[config.mk]
export PLATFORM = sky130hd
export DESIGN_NAME = mftc_timer
export DESIGN_NICKNAME = d
export VERILOG_FILES = /design/src/hdl/mftc_pkg.sv /design/src/hdl/mftc_edge_detect.sv /design/src/hdl/mftc_prescaler.sv /design/src/hdl/mftc_timer.sv
export SDC_FILE = /design/constraint.sdc
export NUM_CORES = 1
export LEC_CHECK = 0
export BUFFER_PORTS_ARGS = -buffer_cell sky130_fd_sc_hd__buf_2
export CORE_MARGIN = 2
export CORE_UTILIZATION = 50
export CTS_CLUSTER_SIZE = 40
export DETAILED_ROUTE_END_ITERATION = 8
export GPL_ROUTABILITY_DRIVEN = 0
export PLACE_DENSITY_LB_ADDON = 0.1
export RECOVER_POWER = 50
export SLEW_MARGIN = 15
export SYNTH_ARGS = -nofsm -noshare
export SYNTH_HDL_FRONTEND = slang
export SYNTH_SLANG_ARGS = --single-unit
[constraint.sdc]
create_clock -name clock -period 4.79 [get_ports clock]
set_input_delay 0.2395 -clock clock [delete_from_list [all_inputs] [get_ports clock]]
set_output_delay 0.2395 -clock clock [all_outputs]
set_load 0.01 [all_outputs]
[src/hdl/mftc_pkg.sv]
/*
 * Constants shared by the multifunction timer: register addresses on the
 * 4-bit CPU register port, field positions, reset values and codes.
 * Assumes a 6-bit register address space and 4-bit data.
 */
package mftc_pkg;

	// ----------------------------------------------------------------
	// Register addresses
	// ----------------------------------------------------------------
	localparam logic [5:0] ADDR_TIMER_MODE_FIRST = 6'h09;
	localparam logic [5:0] ADDR_RELOAD_FIRST = 6'h0A;
	localparam logic [5:0] ADDR_RELOAD_SECOND = 6'h0B;
	localparam logic [5:0] ADDR_READ_LATCHED = 6'h0A;
	localparam logic [5:0] ADDR_READ_DIRECT = 6'h0B;
	localparam logic [5:0] ADDR_CAPTURE_FLAGS = 6'h21;
	localparam logic [5:0] ADDR_PIN_FUNCTION_B = 6'h24;
	localparam logic [5:0] ADDR_TIMER_MODE_SECOND = 6'h26;

	// ----------------------------------------------------------------
	// Field positions
	// ----------------------------------------------------------------
	localparam int RELOAD_MODE_POS = 3;
	localparam int CAPTURE_ENABLE_POS = 2;
	localparam int ROUTE_BIT_POS = 2;
	localparam logic [1:0] FLAG_DONE_POS = 2'h0;
	localparam logic [1:0] FLAG_OVERRUN_POS = 2'h1;

	// ----------------------------------------------------------------
	// Codes and reset values
	// ----------------------------------------------------------------
	localparam logic [2:0] CLK_SEL_EVENT = 3'h7;
	localparam logic [1:0] EDGE_NONE = 2'h0;
	localparam logic [1:0] EDGE_FALL = 2'h1;
	localparam logic [1:0] EDGE_RISE = 2'h2;
	localparam logic [1:0] EDGE_BOTH = 2'h3;
	localparam logic [3:0] MODE_FIRST_RESET = 4'h0;
	localparam logic [2:0] MODE_SECOND_RESET = 3'h0;
	localparam logic [3:0] PIN_FUNCTION_RESET = 4'h0;
	localparam logic [3:0] NIBBLE_RESET = 4'h0;
	localparam logic [7:0] COUNT_RESET = 8'h00;
	localparam logic [7:0] COUNT_TOP = 8'hFF;
	localparam logic [1:0] MODE_FIRST_DELAY = 2'h2;
	localparam int PRESCALER_WIDTH = 11;

endpackage

[src/hdl/mftc_edge_detect.sv]
/*
 * Two-flip-flop synchroniser and edge detector for the event pin.
 * Assumes the pin is asynchronous to clock and edges are far enough apart.
 */
module mftc_edge_detect
	import mftc_pkg::*;
(
	// Clock and reset
	input wire logic clock,
	input wire logic reset,
	// Raw pin and edge type
	input wire logic pin_raw,
	input wire logic [1:0] edge_select,
	// Synchronised level and selected edge
	output logic pin_sync,
	output logic edge_pulse
);

	logic meta_reg;
	logic sync_reg;
	logic prev_reg;
	logic rise;
	logic fall;

	always_ff @(posedge clock)
	begin
		if (reset)
		begin
			meta_reg <= 1'b1;
			sync_reg <= 1'b1;
			prev_reg <= 1'b1;
		end
		else
		begin
			meta_reg <= pin_raw;
			sync_reg <= meta_reg;
			prev_reg <= sync_reg;
		end
	end

	assign rise = sync_reg && !prev_reg;
	assign fall = !sync_reg && prev_reg;
	assign pin_sync = sync_reg;

	always_comb
	begin
		case (edge_select)
			EDGE_FALL: edge_pulse = fall;
			EDGE_RISE: edge_pulse = rise;
			EDGE_BOTH: edge_pulse = fall || rise;
			default: edge_pulse = 1'b0;
		endcase
	end

endmodule // mftc_edge_detect

[src/hdl/mftc_prescaler.sv]
/*
 * Free-running system prescaler with selectable taps of 2048, 512, 128,
 * 32, 8, 4 and 2 instruction cycles; one instruction cycle per clock.
 * The event code selects no tap. Outputs a one-cycle enable pulse.
 */
module mftc_prescaler
	import mftc_pkg::*;
(
	// Clock and reset
	input wire logic clock,
	input wire logic reset,
	input wire logic stop_mode,
	// Tap selection
	input wire logic [2:0] clock_select,
	output logic tap_pulse
);

	logic [PRESCALER_WIDTH-1:0] div_reg;
	logic [PRESCALER_WIDTH-1:0] tap_mask;

	always_ff @(posedge clock)
	begin
		if (reset || stop_mode)
			div_reg <= '0;
		else
			div_reg <= div_reg + 1'b1;
	end

	always_comb
	begin
		case (clock_select)
			3'h0: tap_mask = 11'h7FF;
			3'h1: tap_mask = 11'h1FF;
			3'h2: tap_mask = 11'h07F;
			3'h3: tap_mask = 11'h01F;
			3'h4: tap_mask = 11'h007;
			3'h5: tap_mask = 11'h003;
			3'h6: tap_mask = 11'h001;
			default: tap_mask = 11'h000;
		endcase
	end

	// A tap fires when all bits below its divisor are ones
	assign tap_pulse = (clock_select != CLK_SEL_EVENT) &&
		((div_reg & tap_mask) == tap_mask);

endmodule // mftc_prescaler

[src/hdl/mftc_timer.sv]
/*
 * 8-bit multifunction timer: free-running, reload, event counting and
 * input capture, with a 4-bit CPU register port and bit access for flags.
 * Assumes one instruction cycle per clock, and that the CPU marks the end
 * of each instruction with instr_step.
 */
// Notes on behaviour
// - Route bit sends pin to port or timer.
// - Code 111 counts selected event pin edges.
// - Event counting otherwise free-running or reload.
// - Capture edge sets capture done flag.
// - Done flag bit access, clear only, reset.
// - Edge or overflow while done sets overrun.
// - Overrun flag bit access, clear only, reset.
// - Capture off, reload off: free-running counter.
// - Reset clears counter and mode bits.
// - Count past FF overflows, sets request flag.
// - Free-running overflow returns count to zero.
// - Reload mode overflow with capture off loads reload pair.
// - Completed reload write loads counter at once.
// - Enabling capture clears the counter.
// - Capture copies count, sets flags, clears.
// - Request flag cleared only by software, stop mode or reset.
// - Second reload nibble write loads counter.
// - Direct nibble read latches other nibble.
// - First mode write valid two instructions later.
// - Edge codes: none, fall, rise, both.
module mftc_timer
	import mftc_pkg::*;
(
	// Clock and reset
	input wire logic clock,
	input wire logic reset,
	input wire logic stop_mode,
	input wire logic instr_step,
	// CPU nibble register port
	input wire logic [5:0] cpu_addr,
	input wire logic cpu_wr,
	input wire logic cpu_rd,
	input wire logic [3:0] cpu_wdata,
	output logic [3:0] cpu_rdata,
	// CPU bit access to the capture flags
	input wire logic bit_wr,
	input wire logic [5:0] bit_addr,
	input wire logic [1:0] bit_pos,
	input wire logic bit_value,
	// Interrupt control bits
	input wire logic timer_irq_clear,
	input wire logic timer_irq_mask,
	output logic timer_irq_request,
	output logic timer_irq_out,
	// Shared pin
	input wire logic event_input_pin,
	output logic port_pin_in,
	output logic external_irq_zero,
	// Status
	output logic capture_done_flag,
	output logic capture_overrun_flag
);

	// ----------------------------------------------------------------
	// Registers
	// ----------------------------------------------------------------
	logic [3:0] timer_mode_first_reg;
	logic [3:0] mode_pending_reg;
	logic [1:0] mode_delay_reg;
	logic [2:0] timer_mode_second_reg;
	logic [3:0] pin_function_select_b_reg;
	logic [3:0] reload_nibble_first_reg;
	logic [3:0] reload_nibble_second_reg;
	logic [7:0] count_value_reg;
	logic [7:0] capture_reg;
	logic [3:0] readback_nibble_latched_reg;
	logic [3:0] cpu_rdata_reg;
	logic timer_irq_request_reg;
	logic irq_out_reg;
	logic capture_done_flag_reg;
	logic capture_overrun_flag_reg;
	logic port_pin_reg;
	logic ext_irq_reg;

	// ----------------------------------------------------------------
	// Decodes
	// ----------------------------------------------------------------
	logic [2:0] clock_select;
	logic reload_mode_bit;
	logic capture_enable_bit;
	logic [1:0] edge_select;
	logic route_bit;
	logic tap_pulse;
	logic pin_sync;
	logic pin_edge;
	logic event_edge;
	logic tick;
	logic reload_wr;
	logic mode2_wr;
	logic capture_start;
	logic capture_hit;
	logic overflow;
	logic clear_done;
	logic clear_overrun;
	logic [3:0] rdata_next;

	assign clock_select = timer_mode_first_reg[2:0];
	assign reload_mode_bit = timer_mode_first_reg[RELOAD_MODE_POS];
	assign capture_enable_bit = timer_mode_second_reg[CAPTURE_ENABLE_POS];
	assign edge_select = timer_mode_second_reg[1:0];
	assign route_bit = pin_function_select_b_reg[ROUTE_BIT_POS];

	assign reload_wr = cpu_wr && (cpu_addr == ADDR_RELOAD_SECOND);
	assign mode2_wr = cpu_wr && (cpu_addr == ADDR_TIMER_MODE_SECOND);
	assign capture_start = mode2_wr && cpu_wdata[CAPTURE_ENABLE_POS] &&
		!capture_enable_bit;

	// Edges only reach the timer while the pin is routed to it
	assign event_edge = pin_edge && route_bit;

	// Capture uses the internal tap, edges never advance the count there
	assign tick = (!capture_enable_bit && clock_select == CLK_SEL_EVENT) ?
		event_edge : tap_pulse;
	assign capture_hit = capture_enable_bit && event_edge;
	assign overflow = tick && (count_value_reg == COUNT_TOP) &&
		!reload_wr && !capture_start && !capture_hit;

	assign clear_done = bit_wr && bit_addr == ADDR_CAPTURE_FLAGS &&
		bit_pos == FLAG_DONE_POS && !bit_value;
	assign clear_overrun = bit_wr && bit_addr == ADDR_CAPTURE_FLAGS &&
		bit_pos == FLAG_OVERRUN_POS && !bit_value;

	// ----------------------------------------------------------------
	// Submodules
	// ----------------------------------------------------------------
	mftc_prescaler u_prescaler (
		.clock(clock),
		.reset(reset),
		.stop_mode(stop_mode),
		.clock_select(clock_select),
		.tap_pulse(tap_pulse)
	);

	mftc_edge_detect u_edge (
		.clock(clock),
		.reset(reset),
		.pin_raw(event_input_pin),
		.edge_select(edge_select),
		.pin_sync(pin_sync),
		.edge_pulse(pin_edge)
	);

	// ----------------------------------------------------------------
	// Mode registers
	// ----------------------------------------------------------------
	// The first mode register is staged so the new mode lands two
	// instructions after the write, as the CPU pipeline expects.
	always_ff @(posedge clock)
	begin
		if (reset || stop_mode)
		begin
			timer_mode_first_reg <= MODE_FIRST_RESET;
			mode_pending_reg <= MODE_FIRST_RESET;
			mode_delay_reg <= 2'h0;
		end
		else if (cpu_wr && cpu_addr == ADDR_TIMER_MODE_FIRST)
		begin
			mode_pending_reg <= cpu_wdata;
			mode_delay_reg <= MODE_FIRST_DELAY;
		end
		else if (instr_step && mode_delay_reg != 2'h0)
		begin
			mode_delay_reg <= mode_delay_reg - 2'h1;
			if (mode_delay_reg == 2'h1)
				timer_mode_first_reg <= mode_pending_reg;
		end
	end

	always_ff @(posedge clock)
	begin
		if (reset || stop_mode)
			timer_mode_second_reg <= MODE_SECOND_RESET;
		else if (mode2_wr)
			timer_mode_second_reg <= cpu_wdata[2:0];
	end

	always_ff @(posedge clock)
	begin
		if (reset)
			pin_function_select_b_reg <= PIN_FUNCTION_RESET;
		else if (cpu_wr && cpu_addr == ADDR_PIN_FUNCTION_B)
			pin_function_select_b_reg <= cpu_wdata;
	end

	// ----------------------------------------------------------------
	// Reload pair
	// ----------------------------------------------------------------
	always_ff @(posedge clock)
	begin
		if (reset || stop_mode)
		begin
			reload_nibble_first_reg <= NIBBLE_RESET;
			reload_nibble_second_reg <= NIBBLE_RESET;
		end
		else if (cpu_wr && cpu_addr == ADDR_RELOAD_FIRST)
			reload_nibble_first_reg <= cpu_wdata;
		else if (reload_wr)
			reload_nibble_second_reg <= cpu_wdata;
	end

	// ----------------------------------------------------------------
	// Counter
	// ----------------------------------------------------------------
	always_ff @(posedge clock)
	begin
		if (reset || stop_mode)
			count_value_reg <= COUNT_RESET;
		else if (reload_wr)
			count_value_reg <= {cpu_wdata,
				reload_nibble_first_reg};
		else if (capture_start)
			count_value_reg <= COUNT_RESET;
		else if (capture_hit)
			count_value_reg <= COUNT_RESET;
		else if (overflow && reload_mode_bit && !capture_enable_bit)
			count_value_reg <= {reload_nibble_second_reg,
				reload_nibble_first_reg};
		else if (overflow)
			count_value_reg <= COUNT_RESET;
		else if (tick)
			count_value_reg <= count_value_reg + 8'h01;
	end

	always_ff @(posedge clock)
	begin
		if (reset || stop_mode)
			capture_reg <= COUNT_RESET;
		else if (capture_hit)
			capture_reg <= count_value_reg;
	end

	// ----------------------------------------------------------------
	// Flags
	// ----------------------------------------------------------------
	// Every flag lets a hardware set win over a clear in the same cycle.
	always_ff @(posedge clock)
	begin
		if (reset || stop_mode)
			timer_irq_request_reg <= 1'b0;
		else if (overflow || capture_hit)
			timer_irq_request_reg <= 1'b1;
		else if (timer_irq_clear)
			timer_irq_request_reg <= 1'b0;
	end

	always_ff @(posedge clock)
	begin
		if (reset || stop_mode)
			capture_done_flag_reg <= 1'b0;
		else if (capture_hit)
			capture_done_flag_reg <= 1'b1;
		else if (clear_done)
			capture_done_flag_reg <= 1'b0;
	end

	always_ff @(posedge clock)
	begin
		if (reset || stop_mode)
			capture_overrun_flag_reg <= 1'b0;
		else if ((capture_hit || overflow) && capture_done_flag_reg)
			capture_overrun_flag_reg <= 1'b1;
		else if (clear_overrun)
			capture_overrun_flag_reg <= 1'b0;
	end

	always_ff @(posedge clock)
	begin
		if (reset)
			irq_out_reg <= 1'b0;
		else
			irq_out_reg <= timer_irq_request_reg && !timer_irq_mask;
	end

	// ----------------------------------------------------------------
	// Read path
	// ----------------------------------------------------------------
	// In capture mode both nibbles come from the frozen capture value.
	always_comb
	begin
		case (cpu_addr)
			ADDR_READ_DIRECT:
				rdata_next = capture_enable_bit ? capture_reg[7:4] :
					count_value_reg[7:4];
			ADDR_READ_LATCHED:
				rdata_next = capture_enable_bit ? capture_reg[3:0] :
					readback_nibble_latched_reg;
			ADDR_CAPTURE_FLAGS:
				rdata_next = {2'b00, capture_overrun_flag_reg, capture_done_flag_reg};
			default:
				rdata_next = 4'h0;
		endcase
	end

	always_ff @(posedge clock)
	begin
		if (reset)
			readback_nibble_latched_reg <= NIBBLE_RESET;
		else if (cpu_rd && cpu_addr == ADDR_READ_DIRECT)
			readback_nibble_latched_reg <= count_value_reg[3:0];
	end

	always_ff @(posedge clock)
	begin
		if (reset)
			cpu_rdata_reg <= 4'h0;
		else if (cpu_rd)
			cpu_rdata_reg <= rdata_next;
	end

	// ----------------------------------------------------------------
	// Shared pin routing
	// ----------------------------------------------------------------
	// The port sees the pin only while it is not handed to the timer.
	always_ff @(posedge clock)
	begin
		if (reset)
		begin
			port_pin_reg <= 1'b1;
			ext_irq_reg <= 1'b1;
		end
		else
		begin
			port_pin_reg <= route_bit ? 1'b1 : pin_sync;
			ext_irq_reg <= route_bit ? pin_sync : 1'b1;
		end
	end

	assign cpu_rdata = cpu_rdata_reg;
	assign timer_irq_request = timer_irq_request_reg;
	assign timer_irq_out = irq_out_reg;
	assign capture_done_flag = capture_done_flag_reg;
	assign capture_overrun_flag = capture_overrun_flag_reg;
	assign port_pin_in = port_pin_reg;
	assign external_irq_zero = ext_irq_reg;
endmodule // mftc_timer
==> metrics <==
status finished with violations; failing checks capacitance limit, slew limit; Iteration-0 DRC Markers 121; top-area cell type share of the netlist area 0.428; synth cell count leaders dfxtp_1, nor2_1, nand2_1, a21oi_1, mux2i_1; Int Pwr 0.816 mW; final core occ 0.578; max-slew violations 45; Crit. End Element flip-flop; Req. time, crit path 4920 ps; area leader, netlist dfxtp_1; htree depth 3; Num CTS Buffers 9; Area contributors post-synth dfxtp_1, mux2i_1, nor2_1; DRC 0; Die Y about 83 microns; Worst VDD drop 0.213 mV; Layout Nets 414; Setup Fix Bufs, Post-CTS 0; fill count 560; Slew @ Worst Pin 2470 ps; pwr dens between 300 and 400 nW/um^2; Starting Density 0.518; CTS Hold Bufs 0; Comb pwr share 0.039; Design Area, Final about 3400 sq um; Area growth, synth to finish 11.6%; placed cell count 443; Rel. slew slack -0.648; diode count 0; crit path kind in2reg; # IOs 39; clk_lat worst skew 340 ps; non-filler instance count after layout 458; CTS tree built; Placement Cell Area 3290 sq um; number of global-route vias before repair 2238; DP Wirelength between 4000 and 5000 microns; Max Clk Rate 0.367 GHz; Clk pwr share 0.432; Main synth FF type dfxtp_1; sequential element share of the synthesized area 0.428; Routed WL per cell 15.0 microns; slack of the critical path 2070 ps; die area 6820 sq um; pre-CTS setup slack about 2700 ps; Max Cap Viol 1; minimum clock period 2720 ps; Synth Area per Inst ~8.9 sq um; Synth warnings 0; share of cells above drive strength 1 0.136; CTS resizes 0; WL final 6860 microns; FP Rows 28; HP Class in2reg; # port buffers 38; drt pass-1 iters 4; Data arrival, critical path 2850 ps; Tcrit/Tclk final 0.569; cells after synthesis 346; Net Count, Synth 381; RSZ-0062 raised after global routing no; Final TNS setup 0 ps; max reg flops 11; Syn Std Cell Area 3090 sq um; All-Layer GR Usage 0.215; root buf cell clkbuf_8; vias 2549; ANT nets after route 0; Cell variety after synth 48; initial antenna violation count 0; switching share of power 0.220; most common cell in the netlist dfxtp_1; Post-synth EDFFs 0; Core Area 5960 sq um; CP Launch Type input port; first-pass GRT wire length 10900 microns; Longest Clk Path Bufs 2; gr ovfl total 0; crit path max fanout 44; Setup Skew 11.0 ps; clock sink total 66; #FFs+latches synth 66; Leak 1.33 nW; fraction of registers with async set/reset 0; net switching power 0.230 mW; register share of total power 0.529; die span in x roughly 83 microns; final hold vios 0; final setup violation count 0; vias per std cell 5.57; clk slew on worst S/H paths 70 ps; largest net degree at the start of global routing 45
## layout by cell type (no fill, tap or decap), types with 2 or more instances in the layout
cell type,instances
mux4_2,4
nand2b_1,3
or3_1,2
and3_1,4
nor2_1,54
a31oi_1,3
nor2b_1,5
o21ai_0,13
inv_1,9
nand3_1,14
a22oi_1,2
mux2i_1,24
nor3_1,3
a222oi_1,2
nand4_1,5
clkbuf_8,10
xnor2_1,3
buf_2,25
a21oi_1,26
clkbuf_1,15
clkinv_2,2
nand2_1,33
and2_1,2
ha_1,6
o211ai_1,8
xor2_1,10
and4_1,3
nor4bb_1,2
dfxtp_1,66
nor3b_1,2
or2_2,3
## stage by stage
stage                     hold WS [ps]  total power [mW]
after detailed placement           412             0.609
after global placement             404             0.608
final                             57.4              1.05
after global routing              43.9              1.09
after CTS                         44.0              1.06
after floorplan                    315             0.586
## final cells by class
| type | instances | area, sq um | share of cell area |
|---|---|---|---|
| tap | 75 | 93.8 | 0.0273 |
| clock inverter | 3 | 40.0 | 0.0116 |
| multi-input combinational | 255 | 1640 | 0.475 |
| timing repair buffer | 38 | 174 | 0.0505 |
| sequential | 66 | 1320 | 0.384 |
| clock buffer | 12 | 145 | 0.0422 |
| inverter | 9 | 33.8 | 0.00981 |
## cell families (layout without fill, tap and decap cells)
group                      count (synthesis)  count (layout)  synth area share
AOI/OAI and AO/OA                         66              66             0.137
xor gates and xnor gates                  13              13            0.0369
adders and majority gates                  6               6            0.0243
buffers and inverters                     25              62            0.0369
DFF                                       66              66             0.428
muxes                                     28              28             0.107
and+or+nand+nor                          142             142             0.230
## worst max-delay path, cell delays in order
cell and delay, ps:
clkbuf_1 500, or2_0 1850, o22ai_1 250
## final timing paths
check	startpoint	to	slack, ps	depth (start not counted)
min	timer_irq_mask	timer_irq_out$_SDFF_PP0_	60	2
max reg2reg	u_edge.pin_sync$_SDFF_PP1_	count_value_reg[5]$_SDFFE_PP0P_	2630	8
max	reset	capture_overrun_flag$_SDFFE_PP0P_	2070	3
min reg2reg	reload_nibble_second_reg[2]$_SDFFE_PP0P_	reload_nibble_second_reg[2]$_SDFFE_PP0P_	450	2
## power groups by stage
stage / clock network (mW) / logic [mW] / registers, mW
finish: 0.452 / 0.0408 / 0.554
global route: 0.486 / 0.0452 / 0.554
CTS: 0.461 / 0.0429 / 0.554
detailed placement: 0 / 0.0425 / 0.566
global placement: 0 / 0.0422 / 0.566
floorplan: 0 / 0.0208 / 0.565
## layer usage
layer / vias up / part of all wire / track usage / wire length [microns]
li1: 1282 / - / - / -
met1: 1181 / 0.51 / 0.300 / 3480
met2: 76 / 0.42 / 0.321 / 2870
met3: 10 / 0.060 / 0.0467 / 412
met4: 0 / 0.013 / 0.0885 / 90
met5: - / 0 / 0 / 0
No activity file was read; power rests on OpenSTA's default activity.
